<file path="src/hdl/lcd_pkg.sv">
// Constants shared by the LCD command decoder
package lcd_pkg;
	localparam logic [3:0] OP_HOME = 4'h1;
	localparam logic [3:0] OP_DISP = 4'h3;
	localparam logic [3:0] OP_PWR_SAVE = 4'h4;
	localparam logic [3:0] OP_PWR_CTRL = 4'h5;
	localparam logic [3:0] OP_SYS_SET = 4'h6;
	localparam logic [3:0] OP_VOLUME = 4'h7;
	localparam logic [7:0] OP_NOP = 8'h00;
	localparam logic [7:0] OP_TEST = 8'h0A;
	localparam logic [6:0] ADDR_HOME = 7'h30;
	localparam logic [6:0] ADDR_RST = 7'h00;
	localparam logic [6:0] GLYPH_LAST = 7'h1F;
	localparam logic [6:0] TEXT_FIRST = 7'h30;
	localparam logic [6:0] SYM_FIRST = 7'h70;
	localparam logic [6:0] SYM_LAST = 7'h75;
	localparam int GLYPH_CODES = 4;
	localparam int GLYPH_ROWS = 7;
	localparam int GLYPH_COLS = 5;
	localparam int TEXT_WORDS = 64;
	localparam int SYM_BYTES = 6;
	localparam logic [1:0] LINES_RST = 2'h0;
	localparam logic [3:0] VOLUME_RST = 4'h0;
endpackage : lcd_pkg

</file>
<file path="src/hdl/lcd_sync2.sv">
// Two-flop synchroniser for one pin
`timescale 1ns/1ns
module lcd_sync2 (
	input wire logic clk_i,
	input wire logic rstn_i,
	input wire logic d_i,
	output logic q_o
);
	logic s1_q;
	always_ff @(posedge clk_i or negedge rstn_i) begin
		if (!rstn_i) begin
			s1_q <= 1'b0;
			q_o <= 1'b0;
		end else begin
			s1_q <= d_i;
			q_o <= s1_q;
		end
	end
endmodule : lcd_sync2

</file>
<file path="src/hdl/lcd_decoder.sv">
// Command and data write decoder of the character LCD controller
// How it works
// - Data write stores the byte at the address counter location.
// - Each stored data byte increments the address counter by one.
// - Upper nibble 0001 presets the address counter to cursor home.
// - Nibble 0011 loads marker shown, flash, twin and picture on.
// - Nibble 0100 loads oscillator enable from D1, power save from D0.
// - Nibble 0101 with D3 zero loads regulator, follower and boost.
// - Nibble 0110 with D3:D2 not both one loads line count from D3:D2 and glyph RAM use from D0.
// - Nibble 0111 loads the four-bit contrast volume.
// - D7 set loads the low seven bits into the address counter.
// - Addresses 00H-7FH: glyph 00-1F, text 30-6F, symbols from 70H.
// - Codes 00H-03H read glyph RAM when enabled, else glyph ROM.
// - Glyph ROM gives 5x7 patterns for 256 codes.
// - Glyph RAM holds four 5x7 user patterns.
// - Glyph RAM rows sit at consecutive bytes; low five bits kept.
// - A one in a pattern bit lights the dot.
// - Symbol register holds 48 display bits.
`timescale 1ns/1ns
module lcd_decoder (
	input wire logic clk_i,
	input wire logic rstn_i,
	input wire logic store_pulse_i,
	input wire logic register_select_i,
	input wire logic [7:0] data_i,
	input wire logic [6:0] text_raddr_i,
	input wire logic [1:0] glyph_row_code_i,
	input wire logic [2:0] glyph_row_i,
	input wire logic [4:0] rom_row_i,
	output logic [7:0] text_rdata_o,
	output logic [4:0] glyph_row_o,
	output logic glyph_from_ram_o,
	output logic [47:0] symbols_o,
	output logic [6:0] addr_counter_o,
	output logic marker_shown_o,
	output logic marker_flash_o,
	output logic twin_marker_o,
	output logic picture_on_o,
	output logic osc_on_o,
	output logic low_energy_on_o,
	output logic regulator_on_o,
	output logic unity_gain_on_o,
	output logic boost_on_o,
	output logic [1:0] line_count_o,
	output logic glyph_ram_use_o,
	output logic [3:0] volume_o
);
	logic strobe_s;
	logic strobe_d1_q;
	logic [7:0] text_mem [0:lcd_pkg::TEXT_WORDS-1];
	logic [4:0] glyph_mem [0:lcd_pkg::GLYPH_CODES*8-1];
	logic [7:0] sym_mem [0:lcd_pkg::SYM_BYTES-1];
	logic [6:0] ac_q;

	lcd_sync2 u_sync (
		.clk_i(clk_i),
		.rstn_i(rstn_i),
		.d_i(store_pulse_i),
		.q_o(strobe_s)
	);

	always_ff @(posedge clk_i or negedge rstn_i) begin
		if (!rstn_i) begin
			strobe_d1_q <= 1'b0;
		end else begin
			strobe_d1_q <= strobe_s;
		end
	end

	// Byte and select pass the same two flops as the strobe
	wire [8:0] pin_raw = {register_select_i, data_i};
	logic [8:0] pin_s;
	genvar k;
	for (k = 0; k < 9; k = k + 1) begin : g_pin_sync
		lcd_sync2 u_pin (
			.clk_i(clk_i),
			.rstn_i(rstn_i),
			.d_i(pin_raw[k]),
			.q_o(pin_s[k])
		);
	end
	wire [7:0] byte_s = pin_s[7:0];
	wire rs_s = pin_s[8];
	wire wr_go = strobe_s & ~strobe_d1_q;
	wire data_wr = wr_go & rs_s;
	wire cmd_wr = wr_go & ~rs_s;
	wire [3:0] hi = byte_s[7:4];
	wire is_nop = cmd_wr & (byte_s == lcd_pkg::OP_NOP);
	wire is_test = cmd_wr & (byte_s == lcd_pkg::OP_TEST);
	wire is_addr = cmd_wr & byte_s[7];
	wire is_home = cmd_wr & (hi == lcd_pkg::OP_HOME);
	wire is_disp = cmd_wr & (hi == lcd_pkg::OP_DISP);
	wire is_psave = cmd_wr & (hi == lcd_pkg::OP_PWR_SAVE);
	wire is_pctl = cmd_wr & (hi == lcd_pkg::OP_PWR_CTRL) & ~byte_s[3];
	wire is_sys = cmd_wr & (hi == lcd_pkg::OP_SYS_SET) & ~(&byte_s[3:2]);
	wire is_vol = cmd_wr & (hi == lcd_pkg::OP_VOLUME);
	// Map areas
	wire in_glyph = (ac_q <= lcd_pkg::GLYPH_LAST);
	wire in_text = (ac_q >= lcd_pkg::TEXT_FIRST) & (ac_q < lcd_pkg::SYM_FIRST);
	wire in_sym = (ac_q >= lcd_pkg::SYM_FIRST) & (ac_q <= lcd_pkg::SYM_LAST);
	wire [6:0] text_idx = ac_q - lcd_pkg::TEXT_FIRST;
	wire [6:0] sym_idx = ac_q - lcd_pkg::SYM_FIRST;
	wire [6:0] text_ridx = text_raddr_i - lcd_pkg::TEXT_FIRST;

	// Address counter; NOP and test code fall through unchanged
	always_ff @(posedge clk_i or negedge rstn_i) begin
		if (!rstn_i) begin
			ac_q <= lcd_pkg::ADDR_RST;
		end else if (is_addr) begin
			ac_q <= byte_s[6:0];
		end else if (is_home) begin
			ac_q <= lcd_pkg::ADDR_HOME;
		end else if (data_wr) begin
			ac_q <= ac_q + 7'h01;
		end
	end

	// Memory stores, no reset needed
	always_ff @(posedge clk_i) begin
		if (data_wr & in_text) begin
			text_mem[text_idx[5:0]] <= byte_s;
		end
		if (data_wr & in_glyph) begin
			glyph_mem[ac_q[4:0]] <= byte_s[4:0];
		end
		if (data_wr & in_sym) begin
			sym_mem[sym_idx[2:0]] <= byte_s;
		end
	end

	// Control flags
	always_ff @(posedge clk_i or negedge rstn_i) begin
		if (!rstn_i) begin
			marker_shown_o <= 1'b0;
			marker_flash_o <= 1'b0;
			twin_marker_o <= 1'b0;
			picture_on_o <= 1'b0;
			osc_on_o <= 1'b0;
			low_energy_on_o <= 1'b0;
			regulator_on_o <= 1'b0;
			unity_gain_on_o <= 1'b0;
			boost_on_o <= 1'b0;
			line_count_o <= lcd_pkg::LINES_RST;
			glyph_ram_use_o <= 1'b0;
			volume_o <= lcd_pkg::VOLUME_RST;
		end else begin
			if (is_disp) begin
				{marker_shown_o, marker_flash_o} <= byte_s[3:2];
				{twin_marker_o, picture_on_o} <= byte_s[1:0];
			end
			if (is_psave) begin
				osc_on_o <= byte_s[1];
				low_energy_on_o <= byte_s[0];
			end
			if (is_pctl) begin
				regulator_on_o <= byte_s[2];
				unity_gain_on_o <= byte_s[1];
				boost_on_o <= byte_s[0];
			end
			if (is_sys) begin
				line_count_o <= byte_s[3:2];
				glyph_ram_use_o <= byte_s[0];
			end
			if (is_vol) begin
				volume_o <= byte_s[3:0];
			end
		end
	end

	// Readout for the display side
	wire use_ram = glyph_ram_use_o & (text_rdata_o[7:2] == 6'h00);
	wire [4:0] ram_row = glyph_mem[{glyph_row_code_i, glyph_row_i}];
	wire txt_ok = text_ridx < 7'(lcd_pkg::TEXT_WORDS);
	always_ff @(posedge clk_i or negedge rstn_i) begin
		if (!rstn_i) begin
			text_rdata_o <= 8'h00;
			glyph_row_o <= 5'h00;
			glyph_from_ram_o <= 1'b0;
			symbols_o <= 48'h0;
			addr_counter_o <= 7'h00;
		end else begin
			text_rdata_o <= txt_ok ? text_mem[text_ridx[5:0]] : 8'h00;
			glyph_from_ram_o <= use_ram;
			glyph_row_o <= use_ram ? ram_row : rom_row_i;
			symbols_o <= {sym_mem[5], sym_mem[4], sym_mem[3],
				sym_mem[2], sym_mem[1], sym_mem[0]};
			addr_counter_o <= ac_q;
		end
	end

	a_data_incr: assert property (
		@(posedge clk_i) disable iff (!rstn_i)
		data_wr |=> ac_q == $past(ac_q) + 7'h01)
		else $error("address counter did not step after data");
	a_ac_hold: assert property (
		@(posedge clk_i) disable iff (!rstn_i)
		!(data_wr || is_addr || is_home) |=> $stable(ac_q))
		else $error("address counter moved without cause");
	a_addr_load: assert property (
		@(posedge clk_i) disable iff (!rstn_i)
		is_addr |=> ac_q == $past(byte_s[6:0]))
		else $error("address load wrong");
	a_home_load: assert property (
		@(posedge clk_i) disable iff (!rstn_i)
		is_home |=> ac_q == lcd_pkg::ADDR_HOME)
		else $error("cursor home wrong");
	a_nop_still: assert property (
		@(posedge clk_i) disable iff (!rstn_i)
		is_nop |=> $stable(ac_q) && $stable(volume_o)
		&& $stable(line_count_o) && $stable(glyph_ram_use_o))
		else $error("nop changed state");
	a_test_still: assert property (
		@(posedge clk_i) disable iff (!rstn_i)
		is_test |=> $stable(ac_q) && $stable(volume_o)
		&& $stable(line_count_o) && $stable(glyph_ram_use_o))
		else $error("test code changed state");
	a_data_quiet: assert property (
		@(posedge clk_i) disable iff (!rstn_i)
		data_wr |=> $stable(volume_o) && $stable(line_count_o)
		&& $stable(osc_on_o) && $stable(marker_shown_o))
		else $error("data write changed a control");
	a_vol_load: assert property (
		@(posedge clk_i) disable iff (!rstn_i)
		is_vol |=> volume_o == $past(byte_s[3:0]))
		else $error("volume not loaded");
	a_disp_load: assert property (
		@(posedge clk_i) disable iff (!rstn_i)
		is_disp |=> {marker_shown_o, marker_flash_o, twin_marker_o,
		picture_on_o} == $past(byte_s[3:0]))
		else $error("display bits wrong");
	a_psave_load: assert property (
		@(posedge clk_i) disable iff (!rstn_i)
		is_psave |=> osc_on_o == $past(byte_s[1])
		&& low_energy_on_o == $past(byte_s[0]))
		else $error("power save wrong");
	a_pctl_load: assert property (
		@(posedge clk_i) disable iff (!rstn_i)
		is_pctl |=> {regulator_on_o, unity_gain_on_o, boost_on_o}
		== $past(byte_s[2:0]))
		else $error("power control wrong");
	a_pctl_skip: assert property (
		@(posedge clk_i) disable iff (!rstn_i)
		cmd_wr && hi == lcd_pkg::OP_PWR_CTRL && byte_s[3]
		|=> $stable(regulator_on_o) && $stable(unity_gain_on_o)
		&& $stable(boost_on_o))
		else $error("power control taken with D3 set");
	a_sys_load: assert property (
		@(posedge clk_i) disable iff (!rstn_i)
		is_sys |=> line_count_o == $past(byte_s[3:2])
		&& glyph_ram_use_o == $past(byte_s[0]))
		else $error("system set wrong");
	a_glyph_src: assert property (
		@(posedge clk_i) disable iff (!rstn_i)
		!glyph_ram_use_o |=> !glyph_from_ram_o)
		else $error("glyph RAM used while disabled");
endmodule : lcd_decoder

</file>
<file path="config.mk">
export PLATFORM = sky130hd
export DESIGN_NAME = lcd_decoder
export DESIGN_NICKNAME = d
export VERILOG_FILES = /design/src/hdl/lcd_pkg.sv /design/src/hdl/lcd_sync2.sv /design/src/hdl/lcd_decoder.sv
export SDC_FILE = /design/constraint.sdc
export NUM_CORES = 1
export LEC_CHECK = 0
export BUFFER_PORTS_ARGS = -buffer_cell sky130_fd_sc_hd__buf_2
export CAP_MARGIN = 20
export CELL_PAD_IN_SITES_DETAIL_PLACEMENT = 1
export CELL_PAD_IN_SITES_GLOBAL_PLACEMENT = 2
export CORE_UTILIZATION = 45
export CTS_CLUSTER_SIZE = 12
export DETAILED_ROUTE_END_ITERATION = 16
export GPL_ROUTABILITY_DRIVEN = 0
export PLACE_DENSITY = 0.73
export SLEW_MARGIN = 20
export SYNTH_ARGS = -nofsm -noshare
export SYNTH_HDL_FRONTEND = slang
export SYNTH_SLANG_ARGS = --single-unit
</file>
<file path="constraint.sdc">
create_clock -name clk_i -period 4.7 [get_ports clk_i]
set_input_delay 0.94 -clock clk_i [delete_from_list [all_inputs] [get_ports clk_i]]
set_output_delay 0.94 -clock clk_i [all_outputs]
set_load 0.05 [all_outputs]
</file>
==> impl_metrics.csv <==
group,metric,value,unit
logic_synthesis,synthCells,1503,
clocking,postCtsSetupBuffers,0,
logic_synthesis,yosys.area.top_type,"edfxtp_1",
power_and_ir_drop,peakVddDrop,0.3131,mV
critical_path,crit_chain,"nand3_1, nor2_1",
critical_path,slowest_delay,1.08,ns
detailed_routing,via_per_inst,5.693,
floorplanning,fp-row-count,96,
outcome,outcome,"complete, no violations",
clocking,cts_tree,"done",
clocking,cts_root_buf,"clkbuf_16",
final_layout,drive_gt1_frac,0.2375,
critical_path,critPathBufInv,0,
logic_synthesis,synthDistinctLibCells,57,
clocking,htree_levels,3,
power_and_ir_drop,power_density,441.7,nW/um^2
logic_synthesis,ys_warn_count,0,
clocking,clock_path_buffers,3,
critical_path,cp.depth,2,
clocking,cts_num_sinks,833,
logic_synthesis,ys.flop_type,"edfxtp_1",
timing,post-route-period-util,0.6560,
detailed_routing,wl_per_cell,27.79,um
logic_synthesis,syn_area,31310,um^2
timing,relSlewSlack,0.3020,
placement,io_buffers,113,
detailed_routing,drc_errors,0,
min_path,hold_class,"reg2reg",
timing,hold_violations,0,
critical_path,crit_type,"reg2reg",
critical_path,r2r_cells,2,
critical_path,required,4.92,ns
logic_synthesis,synthDominantCellAreaShare,0.6905,
grt,overflow,0,
floorplanning,core-area,68710,um^2
timing,setup_viol,0,
grt,grt_max_degree,74,
placement,post_dp_cell_area,32850,um^2
logic_synthesis,ys_ff_latch,833,
logic_synthesis,synth_area_leaders,"edfxtp_1, dfrtp_1, mux4_2, mux4_1, nor2_1",
timing,finalWorstSetupSlack,1.617,ns
timing,drv_slew,0,
grt,antenna_found_initial,0,
timing,clock_skew,0.04611,ns
critical_path,crit_fanout,19,
clocking,cts_hold_buffers,0,
placement,place_ws,1.256,ns
detailed_routing,postRouteAntennaNets,0,
grt,grt_pass1_vias,16150,
final_layout,fin_util,0.5161,
logic_synthesis,ys_async_sr_fraction,0.1357,
critical_path,crit_slowest_cell,"nor2_1",
logic_synthesis,ys_seq_area_frac,0.7809,
final_layout,diodes,0,
floorplanning,io_pins,114,
final_layout,nets,1693,
clocking,postCtsResizedCells,0,
final_layout,final_cell_area,35460,um^2
timing,rsz0062_at_grt,"false",
final_layout,mostFrequentLayoutCells,"edfxtp_1, nor2_1, mux4_2, buf_2, dfrtp_1",
min_path,holdPathStages,0,
clocking,cts.clk_slew.worst_paths,0.06,ns
detailed_routing,vias,15130,
timing,fin_crit,3.083,ns
logic_synthesis,syn_nets,1537,
power_and_ir_drop,leakagePower,11.76,nW
critical_path,critPathTopFamily,"simple AND/OR/NAND/NOR gates",
logic_synthesis,synth-edff-count,720,
grt,grt_pass1_wl,109600,um
clocking,clock_latency,0.65,ns
floorplanning,die_x,265.8,um
final_layout,syn2layout_area_growth,13.25,%
logic_synthesis,avgSynthCellArea,20.83,um^2
detailed_routing,first_pass_iters,4,
critical_path,end_kind,"flip-flop",
floorplanning,die_h,265.8,um
critical_path,critical_path.startpoint_type,"flip-flop",
flow_run,cap_violations,0,
critical_path,arrival,3.31,ns
floorplanning,die_area,70640,um^2
floorplanning,start_util,0.4557,
timing,max_freq,0.3243,GHz
detailed_routing,drt_iter0_drc,1230,
grt,grtUsageTotal,0.2137,
final_layout,n_fill_cell,6219,
timing,tightest_slew,1.047,ns
placement,dp_hpwl,45040,um
clocking,cts_buffers,85,
detailed_routing,routed_wl,73850,um
final_layout,layout_commonest_cell,"edfxtp_1",
timing,finalSetupTns,0,ns
==> cells by family after synthesis <==
kind of cell / after synthesis / share of synthesized area
compound gates: 129 / 0.02789
simple gates: 256 / 0.03856
flops: 833 / 0.7809
mux: 208 / 0.1357
fa+ha+maj: 5 / 0.001998
xor+xnor: 1 / 0.0002798
buf+inv: 71 / 0.01471
==> path summary, 6_finish.rpt <==
check | start | end | slack (ns)
setup / recovery | ac_q[2] | text_mem[12][3] | 1.62
hold / removal | sym_mem[2][0] | symbols_o[16] | 0.33
setup reg to reg | ac_q[2] | text_mem[12][3] | 1.62
hold reg to reg | sym_mem[2][0] | symbols_o[16] | 0.33
max in group asynchronous | rstn_i | symbols_o[5] | 3.27
min in group asynchronous | rstn_i | addr_counter_o[1] | 0.46
==> through the flow <==
stage	cells	hold WS (ns)	power (mW)
3_3_place_gp	2503	0.3327	9.475
6_report	2657	0.3349	15.66
4_1_cts	2657	0.3365	15.79
3_5_place_dp	2503	0.3351	9.501
5_1_grt	2657	0.3378	16.11
2_1_floorplan	1503	0.3306	9.061
==> flip-flops by register name, indices dropped and copies added, names as in the netlist, 2 cells and up <==
register               count
volume_o                   4
text_rdata_o               8
glyph_row_o                5
symbols_o                 48
addr_counter_o             7
glyph_mem                160
text_mem                 512
ac_q                       7
g_pin_sync.u_pin.q_o       9
line_count_o               2
sym_mem                   48
g_pin_sync.u_pin.s1_q      9
==> layer usage <==
| layer | global-route usage | part of all wire | vias up |
|---|---|---|---|
| li1 | - | - | 6471 |
| met1 | 0.3042 | 0.45 | 8124 |
| met2 | 0.3337 | 0.47 | 432 |
| met3 | 0.04344 | 0.056 | 99 |
| met4 | 0.06757 | 0.024 | 0 |
| met5 | 0 | 0 | - |
==> worst reg2reg max path, stage by stage (launching register included) <==
cell and delay, ns:
dfrtp_1 0.72, nand3_1 0.86, nor2_1 1.08
==> cells in the mapped netlist, types with 2 or more instances <==
| library cell | n |
|---|---|
| edfxtp_1 | 720 |
| nor2_1 | 122 |
| mux4_2 | 121 |
| dfrtp_1 | 113 |
| nand2_1 | 44 |
| o22ai_1 | 44 |
| mux4_1 | 38 |
| mux2_2 | 28 |
| o21ai_0 | 22 |
| mux2i_1 | 21 |
| clkbuf_1 | 19 |
| a211oi_1 | 17 |
| buf_2 | 16 |
| nor2b_1 | 16 |
| buf_4 | 13 |
| a21oi_1 | 12 |
| buf_6 | 12 |
| nand3_1 | 12 |
| nor3_1 | 12 |
| or3_1 | 8 |
| nand2b_1 | 7 |
| nand3b_1 | 7 |
| or4_1 | 7 |
| ha_1 | 5 |
| o211ai_1 | 5 |
| or3b_2 | 5 |
| a22o_1 | 4 |
| inv_1 | 4 |
| a21o_1 | 3 |
| a31oi_1 | 3 |
| buf_8 | 3 |
| nor4_1 | 3 |
| o22a_1 | 3 |
| o32a_1 | 3 |
| o41ai_1 | 3 |
| a221oi_1 | 2 |
| and2_1 | 2 |
| and3_1 | 2 |
| nor3b_1 | 2 |
| o41ai_2 | 2 |
| or2_2 | 2 |
==> report_power, final <==
part	leakage, nW	internal, mW	switching [mW]
clock	1.24	3.53	2.79
combinational	2.70	0.294	0.764
sequential	7.82	8.14	0.144
total	11.8	12.0	3.70
==> final cells by class <==
type,count,area [um^2],share of cell area
Inverter,6,22.52,0.0006351
Tap cell,931,1165,0.03285
Clock inverter,18,203.9,0.005752
Timing Repair Buffer,134,790.8,0.02230
Multi-Input combinational cell,599,6407,0.1807
Sequential cell,833,24470,0.6901
Clock buffer,136,2399,0.06764
(Power assumes the default switching activity.)
